<file path="src/hdl/mpgpio_pkg.sv">
// Package of register map, port masks and reset values for the GPIO block
`default_nettype none
package mpgpio_pkg;
   // Register indices on the plain register port
   localparam logic [3:0] MPG_ADDR_A_DATA = 4'h0;
   localparam logic [3:0] MPG_ADDR_A_DIR  = 4'h1;
   localparam logic [3:0] MPG_ADDR_A_ALT  = 4'h2;
   localparam logic [3:0] MPG_ADDR_B_PINS = 4'h3;
   localparam logic [3:0] MPG_ADDR_C_DATA = 4'h4;
   localparam logic [3:0] MPG_ADDR_C_DIR  = 4'h5;
   localparam logic [3:0] MPG_ADDR_C_ALT  = 4'h6;
   localparam logic [3:0] MPG_ADDR_D_DATA = 4'h8;
   localparam logic [3:0] MPG_ADDR_D_DIR  = 4'h9;
   localparam logic [3:0] MPG_ADDR_D_ALT  = 4'ha;
   // Physical bit masks of each port
   localparam logic [7:0] MPG_MASK_A      = 8'h0f;
   localparam logic [7:0] MPG_MASK_C      = 8'hc7;
   localparam logic [7:0] MPG_MASK_D      = 8'h0f;
   // Bits whose alternate output is forced low
   localparam logic [7:0] MPG_FORCE0_A    = 8'h03;
   localparam logic [7:0] MPG_FORCE0_C    = 8'h04;
   localparam logic [7:0] MPG_FORCE0_D    = 8'h01;
   // Value after reset of all control registers
   localparam logic [7:0] MPG_RST_VAL     = 8'h00;
endpackage : mpgpio_pkg
`default_nettype wire

</file>
<file path="src/hdl/mpgpio_port.sv">
// One bidirectional port: data, direction and alternate registers with pin muxing
`default_nettype none
module mpgpio_port
   import mpgpio_pkg::*;
#(
   parameter logic [7:0] MASK   = 8'hff,   // Physical bits
   parameter logic [7:0] FORCE0 = 8'h00    // Alternate outputs forced low
)(
   input  wire logic       sys_clk,        // System clock
   input  wire logic       rst_n,          // Async reset, active low
   input  wire logic       wr_data,        // Write data register
   input  wire logic       wr_dir,         // Write direction register
   input  wire logic       wr_alt,         // Write alternate register
   input  wire logic [7:0] wdata,          // Write data
   input  wire logic [7:0] pin_in,         // Pin levels
   input  wire logic [7:0] periph_out,     // Peripheral output values
   output logic      [7:0] pin_out,        // Pin output level
   output logic      [7:0] pin_oe_n,       // Output enable, low drives
   output logic      [7:0] pull_up,        // Pull-up enable
   output logic      [7:0] rd_data,        // Per-bit read selection
   output logic      [7:0] dir_q,          // Direction register
   output logic      [7:0] alt_q           // Alternate register
);
   logic [7:0] data_q;                     // Data register
   logic [7:0] alt_val;                    // Alternate output value

   // Data register always stores writes, whatever the mode
   always_ff @(posedge sys_clk or negedge rst_n)
   begin
      if (!rst_n)
         data_q <= MPG_RST_VAL;
      else if (wr_data)
         data_q <= wdata & MASK;
   end

   // Direction register
   always_ff @(posedge sys_clk or negedge rst_n)
   begin
      if (!rst_n)
         dir_q <= MPG_RST_VAL;
      else if (wr_dir)
         dir_q <= wdata & MASK;
   end

   // Alternate-function register
   always_ff @(posedge sys_clk or negedge rst_n)
   begin
      if (!rst_n)
         alt_q <= MPG_RST_VAL;
      else if (wr_alt)
         alt_q <= wdata & MASK;
   end

   // Forced bits give 0 as alternate output
   assign alt_val  = periph_out & ~FORCE0 & MASK;
   // Output source: data or peripheral
   assign pin_out  = ((dir_q & ~alt_q & data_q) | (dir_q & alt_q & alt_val)) & MASK;
   // Drive only where direction is output; reset leaves all high impedance
   assign pin_oe_n = ~(dir_q & MASK);
   // Pull-up on inputs with alternate bit set
   assign pull_up  = ~dir_q & alt_q & MASK;
   // Read: pin, data or alternate value; missing bits read 0
   assign rd_data  = ((~dir_q & pin_in) | (dir_q & ~alt_q & data_q)
                     | (dir_q & alt_q & alt_val)) & MASK;
endmodule : mpgpio_port
`default_nettype wire

</file>
<file path="src/hdl/mpgpio_top.sv">
// Top of the multi-port GPIO block: register port, ports A to D
`default_nettype none
// Functional notes
// - Port A four bits, per-bit direction
// - Output with alt clear drives data bit
// - Output with alt set drives peripheral
// - Alternate input shares pin input path
// - Input with alt set enables pull-up
// - Port A bits 0,1 alternate drive 0
// - Reset clears all registers, inputs
// - Read picks pin, data or alternate
// - Missing bits read as zero
// - Read-modify-write uses read selection
// - Port B eight input-only bits
// - Port B has no pull-ups
// - Port B pins feed analog converter
// - Port A alternate function assignments
// - Port C alternate function assignments
// - Port D alternate function assignments
module mpgpio_top
   import mpgpio_pkg::*;
(
   input  wire logic       sys_clk,               // System clock
   input  wire logic       rst_n,                 // Async reset, active low
   input  wire logic [3:0] reg_addr,              // Register index
   input  wire logic [7:0] reg_wdata,             // Write data
   input  wire logic       reg_wr,                // Write strobe
   input  wire logic       reg_rd,                // Read strobe
   output logic      [7:0] reg_rdata,             // Read data, cycle after strobe
   input  wire logic [3:0] port_a_in,             // Port A pin levels
   output logic      [3:0] port_a_out,            // Port A pin drive
   output logic      [3:0] port_a_oe_n,           // Port A enable, low drives
   output logic      [3:0] port_a_pull_up,        // Port A pull-ups
   input  wire logic [7:0] port_b_in,             // Port B pin levels
   output logic      [7:0] analog_in_channel,     // Port B to converter
   input  wire logic [4:0] port_c_in,             // Port C pins 0,1,2,6,7
   output logic      [4:0] port_c_out,            // Port C pin drive
   output logic      [4:0] port_c_oe_n,           // Port C enable, low drives
   output logic      [4:0] port_c_pull_up,        // Port C pull-ups
   input  wire logic [3:0] port_d_in,             // Port D pin levels
   output logic      [3:0] port_d_out,            // Port D pin drive
   output logic      [3:0] port_d_oe_n,           // Port D enable, low drives
   output logic      [3:0] port_d_pull_up,        // Port D pull-ups
   input  wire logic       system_clock_out,      // Peripheral: clock out
   input  wire logic       subclock_out,          // Peripheral: subclock out
   output logic            bus_wait_request,      // Alternate input A0
   output logic            bus_hold_request,      // Alternate input A1
   input  wire logic       serial_c_clock_out,    // Serial clock, output side
   output logic            serial_c_clock_in,     // Serial clock, input side
   input  wire logic       serial_c_data_out,     // Serial data out
   output logic            serial_c_data_in,      // Serial data in
   input  wire logic       analog_out_ch0,        // Analog out channel 0
   input  wire logic       analog_out_ch1,        // Analog out channel 1
   output logic            async_d_receive_in,    // Async receive data in
   input  wire logic       async_d_transmit_out,  // Async transmit data
   input  wire logic       async_d_rx_clock_out,  // Receive clock, output side
   output logic            async_d_receive_clock, // Receive clock, input side
   input  wire logic       async_d_tx_clock_out,  // Transmit clock, output side
   output logic            async_d_transmit_clock // Transmit clock, input side
);
   logic [7:0] a_pin, c_pin, d_pin;               // Pins in register bit order
   logic [7:0] a_per, c_per, d_per;               // Peripheral outputs by bit
   logic [7:0] a_o, c_o, d_o;                     // Pin drive by bit
   logic [7:0] a_oe, c_oe, d_oe;                  // Enables by bit
   logic [7:0] a_pu, c_pu, d_pu;                  // Pull-ups by bit
   logic [7:0] a_rd, c_rd, d_rd;                  // Read selections
   logic       wr_a_data, wr_a_dir, wr_a_alt;     // Write decodes port A
   logic       wr_c_data, wr_c_dir, wr_c_alt;     // Write decodes port C
   logic       wr_d_data, wr_d_dir, wr_d_alt;     // Write decodes port D
   logic [7:0] a_dir, a_alt, c_dir, c_alt, d_dir, d_alt; // Control readback
   logic [7:0] rdata_d;                           // Next read data
   logic [7:0] rdata_q;                           // Read data register

   // Pin gather; port C bits live at 0,1,2,6,7
   assign a_pin = {4'h0, port_a_in};
   assign c_pin = {port_c_in[4:3], 3'h0, port_c_in[2:0]};
   assign d_pin = {4'h0, port_d_in};

   // Peripheral output assignment per bit
   assign a_per = {4'h0, subclock_out, system_clock_out, 2'h0};
   assign c_per = {analog_out_ch1, analog_out_ch0, 3'h0, 1'h0,
                   serial_c_data_out, serial_c_clock_out};
   assign d_per = {4'h0, async_d_tx_clock_out, async_d_rx_clock_out,
                   async_d_transmit_out, 1'h0};

   // Alternate inputs come straight from the pin input path
   assign bus_wait_request       = port_a_in[0];
   assign bus_hold_request       = port_a_in[1];
   assign serial_c_clock_in      = port_c_in[0];
   assign serial_c_data_in       = port_c_in[2];
   assign async_d_receive_in     = port_d_in[0];
   assign async_d_receive_clock  = port_d_in[2];
   assign async_d_transmit_clock = port_d_in[3];

   // Port B passes straight to the converter, no pull-up exists
   assign analog_in_channel = port_b_in;

   // Write strobe decode
   assign wr_a_data = reg_wr && (reg_addr == MPG_ADDR_A_DATA);
   assign wr_a_dir  = reg_wr && (reg_addr == MPG_ADDR_A_DIR);
   assign wr_a_alt  = reg_wr && (reg_addr == MPG_ADDR_A_ALT);
   assign wr_c_data = reg_wr && (reg_addr == MPG_ADDR_C_DATA);
   assign wr_c_dir  = reg_wr && (reg_addr == MPG_ADDR_C_DIR);
   assign wr_c_alt  = reg_wr && (reg_addr == MPG_ADDR_C_ALT);
   assign wr_d_data = reg_wr && (reg_addr == MPG_ADDR_D_DATA);
   assign wr_d_dir  = reg_wr && (reg_addr == MPG_ADDR_D_DIR);
   assign wr_d_alt  = reg_wr && (reg_addr == MPG_ADDR_D_ALT);

   // Port A, four bits, bits 0 and 1 forced low as alternate
   mpgpio_port #(.MASK(MPG_MASK_A), .FORCE0(MPG_FORCE0_A)) u_port_a (
      .sys_clk    (sys_clk),
      .rst_n      (rst_n),
      .wr_data    (wr_a_data),
      .wr_dir     (wr_a_dir),
      .wr_alt     (wr_a_alt),
      .wdata      (reg_wdata),
      .pin_in     (a_pin),
      .periph_out (a_per),
      .pin_out    (a_o),
      .pin_oe_n   (a_oe),
      .pull_up    (a_pu),
      .rd_data    (a_rd),
      .dir_q      (a_dir),
      .alt_q      (a_alt)
   );

   // Port C, five bits, bit 2 forced low as alternate
   mpgpio_port #(.MASK(MPG_MASK_C), .FORCE0(MPG_FORCE0_C)) u_port_c (
      .sys_clk    (sys_clk),
      .rst_n      (rst_n),
      .wr_data    (wr_c_data),
      .wr_dir     (wr_c_dir),
      .wr_alt     (wr_c_alt),
      .wdata      (reg_wdata),
      .pin_in     (c_pin),
      .periph_out (c_per),
      .pin_out    (c_o),
      .pin_oe_n   (c_oe),
      .pull_up    (c_pu),
      .rd_data    (c_rd),
      .dir_q      (c_dir),
      .alt_q      (c_alt)
   );

   // Port D, four bits, bit 0 forced low as alternate
   mpgpio_port #(.MASK(MPG_MASK_D), .FORCE0(MPG_FORCE0_D)) u_port_d (
      .sys_clk    (sys_clk),
      .rst_n      (rst_n),
      .wr_data    (wr_d_data),
      .wr_dir     (wr_d_dir),
      .wr_alt     (wr_d_alt),
      .wdata      (reg_wdata),
      .pin_in     (d_pin),
      .periph_out (d_per),
      .pin_out    (d_o),
      .pin_oe_n   (d_oe),
      .pull_up    (d_pu),
      .rd_data    (d_rd),
      .dir_q      (d_dir),
      .alt_q      (d_alt)
   );

   // Pin scatter back to physical ports
   assign port_a_out     = a_o[3:0];
   assign port_a_oe_n    = a_oe[3:0];
   assign port_a_pull_up = a_pu[3:0];
   assign port_c_out     = {c_o[7:6], c_o[2:0]};
   assign port_c_oe_n    = {c_oe[7:6], c_oe[2:0]};
   assign port_c_pull_up = {c_pu[7:6], c_pu[2:0]};
   assign port_d_out     = d_o[3:0];
   assign port_d_oe_n    = d_oe[3:0];
   assign port_d_pull_up = d_pu[3:0];

   // Read mux; unmapped indices read zero
   always_comb
   begin
      rdata_d = 8'h00;
      unique case (reg_addr)
         MPG_ADDR_A_DATA: rdata_d = a_rd;
         MPG_ADDR_A_DIR:  rdata_d = a_dir;
         MPG_ADDR_A_ALT:  rdata_d = a_alt;
         MPG_ADDR_B_PINS: rdata_d = port_b_in;
         MPG_ADDR_C_DATA: rdata_d = c_rd;
         MPG_ADDR_C_DIR:  rdata_d = c_dir;
         MPG_ADDR_C_ALT:  rdata_d = c_alt;
         MPG_ADDR_D_DATA: rdata_d = d_rd;
         MPG_ADDR_D_DIR:  rdata_d = d_dir;
         MPG_ADDR_D_ALT:  rdata_d = d_alt;
         default:         rdata_d = 8'h00;
      endcase
   end

   // Read data register, loaded on read strobe, cleared to zero in every other cycle
   always_ff @(posedge sys_clk or negedge rst_n)
   begin
      if (!rst_n)
         rdata_q <= MPG_RST_VAL;
      else if (reg_rd)
         rdata_q <= rdata_d;
      else
         rdata_q <= 8'h00;
   end

   assign reg_rdata = rdata_q;
endmodule : mpgpio_top
`default_nettype wire

</file>
<file path="config.mk">
export PLATFORM = sky130hd
export DESIGN_NAME = mpgpio_top
export DESIGN_NICKNAME = d
export VERILOG_FILES = /design/src/hdl/mpgpio_pkg.sv /design/src/hdl/mpgpio_port.sv /design/src/hdl/mpgpio_top.sv
export SDC_FILE = /design/constraint.sdc
export NUM_CORES = 1
export LEC_CHECK = 0
export BUFFER_PORTS_ARGS = -buffer_cell sky130_fd_sc_hd__buf_2
export CORE_ASPECT_RATIO = 0.6
export CORE_MARGIN = 4
export CORE_UTILIZATION = 49
export CTS_CLUSTER_DIAMETER = 50
export CTS_CLUSTER_SIZE = 25
export DETAILED_ROUTE_END_ITERATION = 7
export GPL_TIMING_DRIVEN = 1
export PLACE_DENSITY = 0.84
export SYNTH_ARGS = -nofsm -noshare
export SYNTH_HDL_FRONTEND = slang
export SYNTH_SLANG_ARGS = --single-unit
</file>
<file path="constraint.sdc">
create_clock -name sys_clk -period 1.3 [get_ports sys_clk]
set_input_delay 0.13 -clock sys_clk [delete_from_list [all_inputs] [get_ports sys_clk]]
set_output_delay 0.13 -clock sys_clk [all_outputs]
set_load 0.05 [all_outputs]
</file>
==> impl_summary.log, run 1 <==
[metrics] DPL Wire Length: between 6000 and 7000 µm
[metrics] n_diodes: 0
[metrics] area fraction in compound gates after synthesis: ~9%
[metrics] fraction of synthesized area in multiplexers: 21.9%
[metrics] Max Freq: between 700 and 800 MHz
[metrics] total of flip-flops plus latches after synthesis: 47
[metrics] post-synthesis cell count: 260
[metrics] cell area after synthesis: about 0.0028 mm²
[metrics] worst slew margin relative to its limit: between 70% and 80%
[metrics] endpoint of the worst register-to-register path: reg_rdata[1]
[metrics] Final setup viols: 16
[metrics] Combinational Power Share: 53.8%
[metrics] Synth Flop Type: sky130_fd_sc_hd__dfrtp_1
[metrics] number of enable-type register cells in the synthesized netlist: 0
[metrics] Cell Count, Final, Fillers Out: between 400 and 500
[metrics] Least-Margin Pin Slew: about 0.43 ns
[metrics] worst-path cell chain: mux2i_2, buf_4, nor2_4, buf_8
[metrics] cell type of the slowest stage on the worst timing path: sky130_fd_sc_hd__dfrtp_1
[metrics] CP Depth: 4
[metrics] TritonCTS sink count: 47
[metrics] I/O Buffers: ~110
[metrics] post-DR vias/cell: between 5 and 6
[metrics] final worst path period share: 110%
[metrics] total of warnings raised by yosys: 0
[metrics] final weighted congestion in routability-driven placement: roughly 0.95
[metrics] number of antenna violations at the first check in global routing: 0
[metrics] clock tree from TritonCTS: done
[metrics] via count of the first global-routing pass: ~2500
[metrics] part of the total power dissipated in sequential elements: about a third
[metrics] number of buffers between clock root and the deepest sink: 2
[metrics] worst-path fanout max: 2
[metrics] die extent in x: about 110 µm
[metrics] kind of start point of the critical path: register
[metrics] net total in the final layout: around 450
[metrics] CP Launch Point: u_port_d.alt_q[2]
[metrics] unrepaired setup endpoints after global routing: yes
[metrics] main combinational cell family by area after synthesis: multiplexers
[metrics] area share of the largest cell type after synthesis: between 40% and 50%
[metrics] share of cells above drive strength 1: 65.5%
[metrics] Detail Route Antenna Nets: 0
[metrics] setup slack on the worst flop-to-flop path: -0.06 ns
[metrics] row count: 21
[metrics] total vias in the final route: between 2000 and 3000
[metrics] largest voltage drop on the vdd net: about 0.86 mV
[metrics] area inside the core boundary: about 0.0056 mm²
[metrics] max-cap viol count: 0
[metrics] H-tree level count: 2
[metrics] cts bufs inserted: 5
[metrics] average size of a mapped cell: 10.8 µm²
[metrics] leakage power total: around 0.002 µW
[metrics] switching power: ~2800 µW
[metrics] largest net degree at the start of global routing: 48
[metrics] internal power: roughly 3600 µW
[metrics] clock-pin slew on the worst setup and hold paths: around 0.090 ns
[metrics] Setup WS post-layout: -0.125 ns
[metrics] root cell of the clock tree: sky130_fd_sc_hd__clkbuf_8
[metrics] sequential element share of the synthesized area: 41.9%
[metrics] outcome: finished with violations
[metrics] remaining design rule violation count: 0
[metrics] PwrDens: approximately 1500 mW/mm²
[metrics] largest cells by area after synthesis: sky130_fd_sc_hd__dfrtp_1 42%, sky130_fd_sc_hd__mux2_2 14%, sky130_fd_sc_hd__mux2i_1 5.7%, sky130_fd_sc_hd__nor2b_1 5.3%, sky130_fd_sc_hd__buf_4 4.8%
[metrics] delay-heaviest family, CP: flip-flops
[metrics] final period demand of the worst path: between 1 and 1.5 ns
[metrics] number of fill cells: a little under 400
[metrics] Synth cell types: 45
[metrics] Boundary Pins: 108
[metrics] critical path capture point type: output pin
[metrics] global-route wire length before repair: approximately 13000 µm
[metrics] number of violations reported at the end of detailed-routing iteration 0: just over 100
[metrics] Die Height: roughly 67 µm
[metrics] Clk Latency, worst-skew pair: between 0.3 and 0.4 ns
[metrics] fraction of power consumed by the clock network: about 14%
[metrics] wire length after detailed routing: 8890 µm
[metrics] global-route usage over all layers: between 20% and 30%
[metrics] fraction of registers with async set/reset: 100%
[metrics] average routed wire per standard cell: approximately 18 µm
[metrics] pre-CTS setup slack: -0.105 ns
[metrics] DP Cell Count: 460
[metrics] area added between synthesis and finish: 53.3%
[metrics] xor-xnor portion of the synthesized cell area: 0%
[metrics] failing checks: negative setup slack
[metrics] Congestion Overflow GR: 0
[metrics] cell accounting for the most synthesized area: sky130_fd_sc_hd__dfrtp_1
[metrics] data required time at the worst endpoint: 1.17 ns
[metrics] worst reg2reg path depth: 5
[metrics] critical path capture point: port_d_out[2]
[metrics] synthesized-area fraction occupied by adder cells: 0%
[metrics] Initial DRT Pass Iterations: 4
[metrics] r2r startpoint: u_port_d.alt_q[1]
[metrics] Max Slew Vio Count: 0
[metrics] synthesized netlist net count: 306
[metrics] arrival time at the worst endpoint: about 1.3 ns
[metrics] crit path kind: reg -> out
[metrics] Initial Utilization: around half
[metrics] Crit path buffers/inverters: 2
[metrics] die area: approximately 0.0070 mm²
[metrics] peak per-stage delay on the critical path: about 0.4 ns
[metrics] worst hold-check path type: in -> reg
[metrics] count of final hold-check violations: 0
[metrics] most used cells in the layout excluding fill and tap cells: 68 x sky130_fd_sc_hd__buf_2, 48 x sky130_fd_sc_hd__buf_4, 42 x sky130_fd_sc_hd__dfrtp_1, 34 x sky130_fd_sc_hd__mux2_2, 28 x sky130_fd_sc_hd__buf_6
[metrics] leading cell type in the layout, fill and taps excluded: sky130_fd_sc_hd__buf_2
[metrics] Switching Share: 43.5%
[metrics] maximum clock skew at final layout: 0.00726 ns
[metrics] simple-gate share of the synthesized area: approximately a fifth
-- metal layers --
| metal | share of wire [%] | routed length, µm | global-route usage, % |
|---|---|---|---|
| met1 | 47 | 4140 | 36.9 |
| met3 | 8.0 | 710 | 5.42 |
| met2 | 44 | 3920 | 36.8 |
| met4 | 1.4 | 124 | 5.49 |
| met5 | 0 | 0 | 0 |
-- how the worst min path moves through the flow --
stage	startpoint	endpoint	slack [ns]	cells past startpoint
after global routing	reg_wdata[7]	u_port_c.data_q[7]	0.06	2
after detailed placement	rst_n	reg_rdata[3]	0.13	2
final	reg_wdata[7]	u_port_c.data_q[7]	0.07	2
after global placement	rst_n	u_port_d.data_q[3]	0.13	2
after floorplan	rst_n	reg_rdata[0]	-0.17	0
after CTS	reg_wdata[7]	u_port_c.data_q[7]	0.07	2
-- Yosys cell counts, drive strengths merged, types with 2 or more instances --
| master | count |
|---|---|
| dfrtp | 47 |
| mux2 | 39 |
| nor2b | 25 |
| buf | 21 |
| nor2 | 20 |
| mux2i | 16 |
| inv | 14 |
| o21ai | 12 |
| nand2 | 8 |
| a21oi | 7 |
| and3b | 6 |
| nand3b | 6 |
| nand2b | 5 |
| nor3 | 4 |
| a31oi | 3 |
| nand3 | 3 |
| a21o | 2 |
| a22oi | 2 |
| and4 | 2 |
| o22ai | 2 |
-- power by group through the flow --
stage	Combinational [µW]	Sequential [µW]	Clock [µW]
after global routing	3640	2130	970
final	3480	2090	896
after global placement	2610	2050	0
after detailed placement	2650	2070	0
after floorplan	1920	2030	0
after CTS	3150	2050	901
-- sequential cells by signal (all words and copies together) (netlist names) --
register         count
reg_rdata            8
u_port_a.alt_q       4
u_port_c.data_q      5
u_port_a.dir_q       4
u_port_d.dir_q       4
u_port_d.alt_q       4
u_port_d.data_q      4
u_port_c.dir_q       5
u_port_a.data_q      4
u_port_c.alt_q       5
-- kinds of logic (layout without fill, tap and decap cells) --
group           count (synthesis)  in the layout
simple gates                   84             84
compound gates                 38             38
buf+inv                        36            185
flops                          47             47
mux                            55             55
-- metrics by stage --
stage          power (µW)  hold WS, ns  TNS, ns  area [µm²]  util [%]
6_report             6460       0.0656   -0.933        4310      77.3
5_1_grt              6740       0.0626    -1.88        4310      77.3
4_1_cts              6100       0.0679   -0.608        4080      73.2
3_5_place_dp         4720        0.132    -1.35        3650      65.5
3_3_place_gp         4660        0.130   -0.904        3650      65.5
2_1_floorplan        3940       -0.166   -0.245        2880         -
-- repair_timing --
item / 4_1_cts / 5_1_grt
hold buffers: 1 / 0
endpoints found under the setup margin: 25 / 40
hold endpoints to repair: 47 / 0
setup buffers: 14 / 6
pin swaps: 11 / 4
resized for setup: 70 / 61
-- cell type report --
class | count | area, µm² | area share [%]
sequential | 47 | 1180 | 27.5
tap | 80 | 100 | 2.32
clock buffer | 6 | 72.6 | 1.69
multi-input combinational | 177 | 1630 | 37.9
inverter | 14 | 52.6 | 1.22
timing repair buffer | 163 | 1250 | 29.1
clock inverter | 2 | 12.5 | 0.291
-- worst register-to-register path: stages (launching register included) --
cell                      delay, ns
sky130_fd_sc_hd__dfrtp_1       0.43
sky130_fd_sc_hd__buf_4         0.17
sky130_fd_sc_hd__mux2i_2       0.18
sky130_fd_sc_hd__o32ai_2       0.11
sky130_fd_sc_hd__nor3b_2       0.20
sky130_fd_sc_hd__a41oi_2       0.13
Note: power is estimated with default switching activity, not from simulation.
==> run 2: changes to the inputs <==
ABC_AREA = 1   (was not set)
CORE_UTILIZATION = 48   (was 49)
==> impl_summary.log, run 2 <==
[metrics] worst-case hold slack: 0.0558 ns (-0.00979 ns)
[metrics] synthesized netlist net count: 414 (+35%)
[metrics] global-route usage over all layers: 21.7% (-3.1 points)
[metrics] Setup WS post-layout: -0.0694 ns (+0.0552 ns)
[metrics] failing checks: negative setup slack
[metrics] data required time at the worst endpoint: 1.17 ns (about the same)
[metrics] worst-path fanout max: 3 (+1)
[metrics] via count of the first global-routing pass: 2459 (-3.1%)
[metrics] Synth Flop Type: sky130_fd_sc_hd__dfrtp_1
[metrics] total of warnings raised by yosys: 0 (unchanged)
[metrics] cell accounting for the most synthesized area: sky130_fd_sc_hd__dfrtp_1
[metrics] kind of start point of the critical path: register
[metrics] DP Cell Count: 524 (+14%)
[metrics] sequential element share of the synthesized area: 44.8% (+2.9 points)
[metrics] Synth top cells by count: 122 x sky130_fd_sc_hd__nand2_1, 47 x sky130_fd_sc_hd__dfrtp_1, 42 x sky130_fd_sc_hd__inv_1
[metrics] row count: 20 (-4.8%)
[metrics] PwrDens: 1530 mW/mm² (+1.7%)
[metrics] clock-pin slew on the worst setup and hold paths: 0.09 ns (about the same)
[metrics] outcome: finished with violations
[metrics] wire length after detailed routing: 7650 µm (-14%)
[metrics] I/O Buffers: 105 (unchanged)
[metrics] total of flip-flops plus latches after synthesis: 47 (unchanged)
[metrics] part of the total power dissipated in sequential elements: 37.4% (+5.1 points)
[metrics] worst slew margin relative to its limit: 78.9% (+7.5 points)
[metrics] max-cap viol count: 0 (unchanged)
[metrics] Least-Margin Pin Slew: 0.315 ns (-0.112 ns)
[metrics] H-tree level count: 2 (unchanged)
[metrics] switching power: 2370 µW (-16%)
[metrics] internal power: 3040 µW (-17%)
[metrics] Combinational Power Share: 42.1% (-12 points)
[metrics] largest net degree at the start of global routing: 48 (unchanged)
[metrics] clock tree from TritonCTS: done
[metrics] root cell of the clock tree: sky130_fd_sc_hd__clkbuf_8
[metrics] post-synthesis cell count: 368 (+42%)
[metrics] final period demand of the worst path: 1.37 ns (-0.0552 ns)
[metrics] Die Height: 65.3 µm (-2.0%)
[metrics] worst-path cell chain: inv_1, nor2_1, buf_2
[metrics] Congestion Overflow GR: 0 (unchanged)
[metrics] leakage power total: 0.00196 µW (-3.7%)
[metrics] final weighted congestion in routability-driven placement: 0.911 (-3.7%)
[metrics] leading cell type in the layout, fill and taps excluded: sky130_fd_sc_hd__nand2_1
[metrics] arrival time at the worst endpoint: 1.24 ns (-0.05 ns)
[metrics] maximum clock skew at final layout: 0.0107 ns (+0.00344 ns)
[metrics] Cell Count, Final, Fillers Out: 546 (+12%)
[metrics] Switching Share: 43.9% (+0.35 points)
[metrics] Initial Utilization: 50.7% (+0.30 points)
[metrics] net total in the final layout: 525 (+16%)
[metrics] crit path kind: reg -> out
[metrics] flip-flop count of the largest register, all copies and words added: 8 (unchanged)
[metrics] total vias in the final route: 2770 (+5.7%)
[metrics] TritonCTS sink count: 47 (unchanged)
[metrics] die area: 0.00676 mm² (-4.1%)
[metrics] most frequent cell after synthesis: sky130_fd_sc_hd__nand2_1
[metrics] number of buffers between clock root and the deepest sink: 2 (unchanged)
[metrics] Synth cell types: 15 (-67%)
[metrics] share of cells above drive strength 1: 36.7% (-29 points)
[metrics] area inside the core boundary: 0.00518 mm² (-7.0%)
[metrics] final worst path period share: 105% (-4.2 points)
[metrics] peak per-stage delay on the critical path: 0.40 ns (about the same)
[metrics] average size of a mapped cell: 7.14 µm² (-34%)
[metrics] Clk Latency, worst-skew pair: 0.30 ns (about the same)
[metrics] number of fill cells: 437 (+12%)
[metrics] number of antenna violations at the first check in global routing: 0 (unchanged)
[metrics] Detail Route Antenna Nets: 0 (unchanged)
[metrics] fraction of registers with async set/reset: 100% (unchanged)
[metrics] Max Slew Vio Count: 0 (unchanged)
[metrics] cell area after synthesis: 0.00263 mm² (-6.5%)
[metrics] Max Freq: 730 MHz (+4.0%)
[metrics] final non-filler cell area: 0.00354 mm² (-18%)
[metrics] DPL Wire Length: 5710 µm (-9.5%)
[metrics] average routed wire per standard cell: 14.0 µm (-23%)
[metrics] delay-heaviest family, CP: flip-flops
[metrics] largest cells by area after synthesis: sky130_fd_sc_hd__dfrtp_1 45%, sky130_fd_sc_hd__nand2_1 17%, sky130_fd_sc_hd__o21ai_0 7.8%, sky130_fd_sc_hd__nand3_1 7.4%, sky130_fd_sc_hd__inv_1 6.0%
[metrics] cell type of the slowest stage on the worst timing path: sky130_fd_sc_hd__dfrtp_1
[metrics] largest voltage drop on the vdd net: 0.820 mV (-4.3%)
[metrics] die extent in x: 104 µm (-2.1%)
[metrics] Boundary Pins: 108 (unchanged)
[metrics] area added between synthesis and finish: 34.9%
[metrics] pre-CTS setup slack: 0.0511 ns (+0.156 ns)
[metrics] post-DR vias/cell: 5.07 (-5.3%)
[metrics] n_diodes: 0 (unchanged)
[metrics] post-layout utilization of the core: 68.4% (-8.9 points)
[metrics] critical path capture point type: output pin
[metrics] cts bufs inserted: 5 (unchanged)
[metrics] number of violations reported at the end of detailed-routing iteration 0: 275 (+170%)
[metrics] Initial DRT Pass Iterations: 5 (+1)
[metrics] unrepaired setup endpoints after global routing: yes
[metrics] cell area reported after detailed placement: 0.00314 mm² (-14%)
[metrics] remaining design rule violation count: 0 (unchanged)
[metrics] number of enable-type register cells in the synthesized netlist: 0 (unchanged)
[metrics] most used cells in the layout excluding fill and tap cells: 119 x sky130_fd_sc_hd__nand2_1, 83 x sky130_fd_sc_hd__buf_2, 41 x sky130_fd_sc_hd__o21ai_0, 38 x sky130_fd_sc_hd__dfrtp_1, 35 x sky130_fd_sc_hd__inv_1
[metrics] global-route wire length before repair: 11800 µm (-12%)
[metrics] worst hold-check path type: in -> reg
[metrics] fraction of power consumed by the clock network: 20.4% (+6.5 points)
[metrics] Crit path buffers/inverters: 2 (unchanged)
[metrics] Final setup viols: 2 (-14)
[metrics] area share of the largest cell type after synthesis: 44.8% (+2.9 points)
[metrics] count of final hold-check violations: 0 (unchanged)
[run 2: changes by cell type after synthesis, sizes merged, moves of 16 or more]
cell	delta
inv	+31
mux2	-39
mux2i	-16
nand2	+121
nand3	+36
nor2	+23
nor2b	-25
o21ai	+29
[run 2: what timing repair did]
item	CTS	global route
setup buffers	1	12
hold buffers	1	0
resized for setup	19	51
endpoints found under the setup margin	12	26
cloned	0	0
hold endpoints to repair	47	0
pin swaps	0	8
[run 2: power groups by stage]
stage / Clock [µW] / Sequential [µW] / Combinational [µW]
detailed placement: 0 / 2010 / 1980
global route: 1170 / 2070 / 2450
finish: 1110 / 2030 / 2280
floorplan: 0 / 1970 / 1480
CTS: 1110 / 1990 / 2050
global placement: 0 / 2000 / 1940
[run 2: path summary, 6_finish.rpt]
check / startpoint / endpoint / slack [ns] / cells after the start
worst min register to register: u_port_d.data_q[0] / u_port_d.data_q[0] / 0.49 / 2
worst max register to register: u_port_c.alt_q[1] / reg_rdata[1] / 0.06 / 8
worst max-delay path: u_port_c.alt_q[2] / port_c_pull_up[2] / -0.07 / 3
min in group asynchronous: rst_n / u_port_c.data_q[6] / 0.34 / 3
max in group asynchronous: rst_n / u_port_d.dir_q[1] / 0.72 / 3
worst min-delay path: port_b_in[4] / reg_rdata[4] / 0.06 / 3
[run 2: layer usage]
metal,vias to the layer above,global-route usage (%),routed length [µm]
met3,10,6.87,753
met4,0,3.32,50
li1,1366,-,-
met2,134,32.2,3360
met1,1260,31.6,3490
met5,-,0,0
[run 2: kinds of logic (layout without fill, tap and decap cells)]
group	after synthesis	count (layout)	share of synthesized area [%]
AOI/OAI and AO/OA	45	45	8.57
and+or+nand+nor	215	215	35.8
buffers and inverters	61	173	10.9
DFF	47	47	44.8
[run 2: worst min-delay path, stage by stage]
cell and delay, ns:
sky130_fd_sc_hd__buf_2 0.10, sky130_fd_sc_hd__nand2_1 0.05, sky130_fd_sc_hd__nor2_1 0.03
[run 2: metrics by stage]
stage	setup TNS (ns)	total power, µW
after CTS	0	5150
after global placement	0	3940
final	-0.0713	5410
after detailed placement	0	3990
after floorplan	0	3450
after global routing	-0.300	5690
[run 2: area by class of cell]
type                            instances  area (µm²)  area share, %
Clock inverter                          2        35.0          0.988
Sequential cell                        47        1190           33.5
Multi-Input combinational cell        260        1220           34.5
Timing Repair Buffer                  120         764           21.6
Inverter                               45         169           4.77
Clock buffer                            6        82.6           2.33
Tap cell                               66        82.6           2.33
==> run 3: changes to the inputs <==
CAP_MARGIN = 20   (was not set)
SKIP_LAST_GASP = 1   (was not set)
==> impl_summary.log, run 3 (synthesis results as in run 2) <==
[metrics] outcome: finished with violations
[metrics] failing checks: negative setup slack
[metrics] Die Height: 65.3 µm (unchanged)
[metrics] wire length after detailed routing: 7640 µm (about the same)
[metrics] area added between synthesis and finish: 35.2%
[metrics] most used cells in the layout excluding fill and tap cells: 119 x sky130_fd_sc_hd__nand2_1, 83 x sky130_fd_sc_hd__buf_2, 41 x sky130_fd_sc_hd__o21ai_0, 38 x sky130_fd_sc_hd__dfrtp_1, 34 x sky130_fd_sc_hd__inv_1
[metrics] final worst path period share: 106% (+0.65 points)
[metrics] clock tree from TritonCTS: done
[metrics] count of final hold-check violations: 0 (unchanged)
[metrics] Congestion Overflow GR: 0 (unchanged)
[metrics] Least-Margin Pin Slew: 0.319 ns (+0.00384 ns)
[metrics] arrival time at the worst endpoint: 1.25 ns (about the same)
[metrics] via count of the first global-routing pass: 2461 (+0.081%)
[metrics] pre-CTS setup slack: 0.0511 ns (unchanged)
[metrics] endpoint of the worst hold path: reg_rdata[4]
[metrics] DPL Wire Length: 5710 µm (unchanged)
[metrics] net total in the final layout: 525 (unchanged)
[metrics] H-tree level count: 2 (unchanged)
[metrics] row count: 20 (unchanged)
[metrics] I/O Buffers: 105 (unchanged)
[metrics] total vias in the final route: 2766 (-0.14%)
[metrics] max-cap viol count: 0 (unchanged)
[metrics] Max Slew Vio Count: 0 (unchanged)
[metrics] largest net degree at the start of global routing: 48 (unchanged)
[metrics] root cell of the clock tree: sky130_fd_sc_hd__clkbuf_8
[metrics] largest voltage drop on the vdd net: 0.812 mV (-1.0%)
[metrics] final non-filler cell area: 0.00355 mm² (+0.21%)
[metrics] critical path capture point type: output pin
[metrics] post-layout utilization of the core: 68.6% (+0.14 points)
[metrics] kind of start point of the critical path: register
[metrics] leading cell type in the layout, fill and taps excluded: sky130_fd_sc_hd__nand2_1
[metrics] Initial Utilization: 50.7% (unchanged)
[metrics] Detail Route Antenna Nets: 0 (unchanged)
[metrics] cts bufs inserted: 5 (unchanged)
[metrics] Setup WS post-layout: -0.0778 ns (-0.00839 ns)
[metrics] remaining design rule violation count: 0 (unchanged)
[metrics] crit path kind: reg -> out
[metrics] worst-path fanout max: 3 (unchanged)
[metrics] cell depth of the worst hold path: 3 (unchanged)
[metrics] number of violations reported at the end of detailed-routing iteration 0: 274 (-0.36%)
[metrics] number of antenna violations at the first check in global routing: 0 (unchanged)
[metrics] Hold Crit Start: port_b_in[4]
[metrics] post-DR vias/cell: 5.07 (-0.14%)
[metrics] clock-pin slew on the worst setup and hold paths: 0.08 ns (about the same)
[metrics] worst-case hold slack: 0.0602 ns (+0.00445 ns)
[metrics] Initial DRT Pass Iterations: 6 (+1)
[metrics] PwrDens: 1520 mW/mm² (-0.11%)
[metrics] area inside the core boundary: 0.00518 mm² (unchanged)
[metrics] cell area reported after detailed placement: 0.00314 mm² (unchanged)
[metrics] die area: 0.00676 mm² (unchanged)
[metrics] final period demand of the worst path: 1.38 ns (+0.00839 ns)
[metrics] average routed wire per standard cell: 14.0 µm (about the same)
[metrics] Final Power: 5420 µW (+0.10%)
[metrics] endpoint of the worst register-to-register path: reg_rdata[0]
[metrics] die extent in x: 104 µm (unchanged)
[metrics] Final setup viols: 1 (-1)
[metrics] worst reg2reg path depth: 6 (-2)
[metrics] flip-flop count of the largest register, all copies and words added: 8 (unchanged)
[metrics] global-route usage over all layers: 21.7% (+0.022 points)
[metrics] data required time at the worst endpoint: 1.17 ns (about the same)
[metrics] TritonCTS sink count: 47 (unchanged)
[metrics] leakage power total: 0.00196 µW (about the same)
[metrics] setup slack on the worst flop-to-flop path: 0.06 ns (about the same)
[metrics] global-route wire length before repair: 11800 µm (+0.12%)
[metrics] Clk Latency, worst-skew pair: 0.30 ns (about the same)
[metrics] Boundary Pins: 108 (unchanged)
[metrics] n_diodes: 0 (unchanged)
[metrics] worst slew margin relative to its limit: 78.7% (-0.26 points)
[metrics] maximum clock skew at final layout: 0.0114 ns (+0.000727 ns)
[metrics] number of buffers between clock root and the deepest sink: 2 (unchanged)
[metrics] unrepaired setup endpoints after global routing: yes
[metrics] worst hold-check path type: in -> reg
[metrics] share of cells above drive strength 1: 36.9% (+0.21 points)
[metrics] Max Freq: 726 MHz (-0.61%)
[metrics] r2r startpoint: u_port_c.dir_q[0]
[metrics] final weighted congestion in routability-driven placement: 0.911 (unchanged)
-- run 3: layer usage --
layer,part of all wire [%],track usage (%)
met1,46,31.6
met2,43,32.2
met3,10,6.87
met4,0.75,3.32
met5,0,0
-- run 3: worst max-delay path, stage by stage (launching register included) --
cell and delay [ns]:
sky130_fd_sc_hd__dfrtp_1 0.40, sky130_fd_sc_hd__inv_1 0.10, sky130_fd_sc_hd__nor2_1 0.17, sky130_fd_sc_hd__buf_2 0.30
-- run 3: through the flow --
stage          cells  TNS [ns]
6_report         546   -0.0778
3_3_place_gp     524         0
5_1_grt          546    -0.256
2_1_floorplan    368         0
4_1_cts          534   -0.0296
3_5_place_dp     524         0
-- run 3: final cells by class --
cell class,instances,area [µm²]
tap,66,82.6
multi-input combinational,260,1220
timing repair buffer,120,772
sequential,47,1190
clock inverter,2,35.0
inverter,45,169
fill,435,1630
clock buffer,6,82.6
-- run 3: worst max path at each step --
stage	start	to	slack (ns)	depth (start not counted)
6_report	u_port_c.alt_q[2]	port_c_pull_up[2]	-0.08	3
5_1_grt	u_port_c.alt_q[2]	port_c_pull_up[2]	-0.06	3
4_1_cts	u_port_c.alt_q[1]	port_c_out[1]	-0.03	4
3_5_place_dp	reg_addr[0]	reg_rdata[6]	0.05	7
3_3_place_gp	reg_addr[0]	reg_rdata[6]	0.12	7
2_1_floorplan	u_port_c.dir_q[1]	reg_rdata[1]	0.06	6
-- run 3: where the power goes --
part | switching, µW | internal, µW | total (µW)
registers | 295 | 1730 | 2030
clock network | 476 | 622 | 1100
logic | 1600 | 690 | 2290
-- run 3: repair_timing --
action | CTS | global route
resized for setup | 17 | 56
buffers inserted | 1 | 12
hold buffers | 1 | 0
pin swaps | 0 | 8
endpoints found under the setup margin | 12 | 26
hold endpoints to repair | 47 | 0
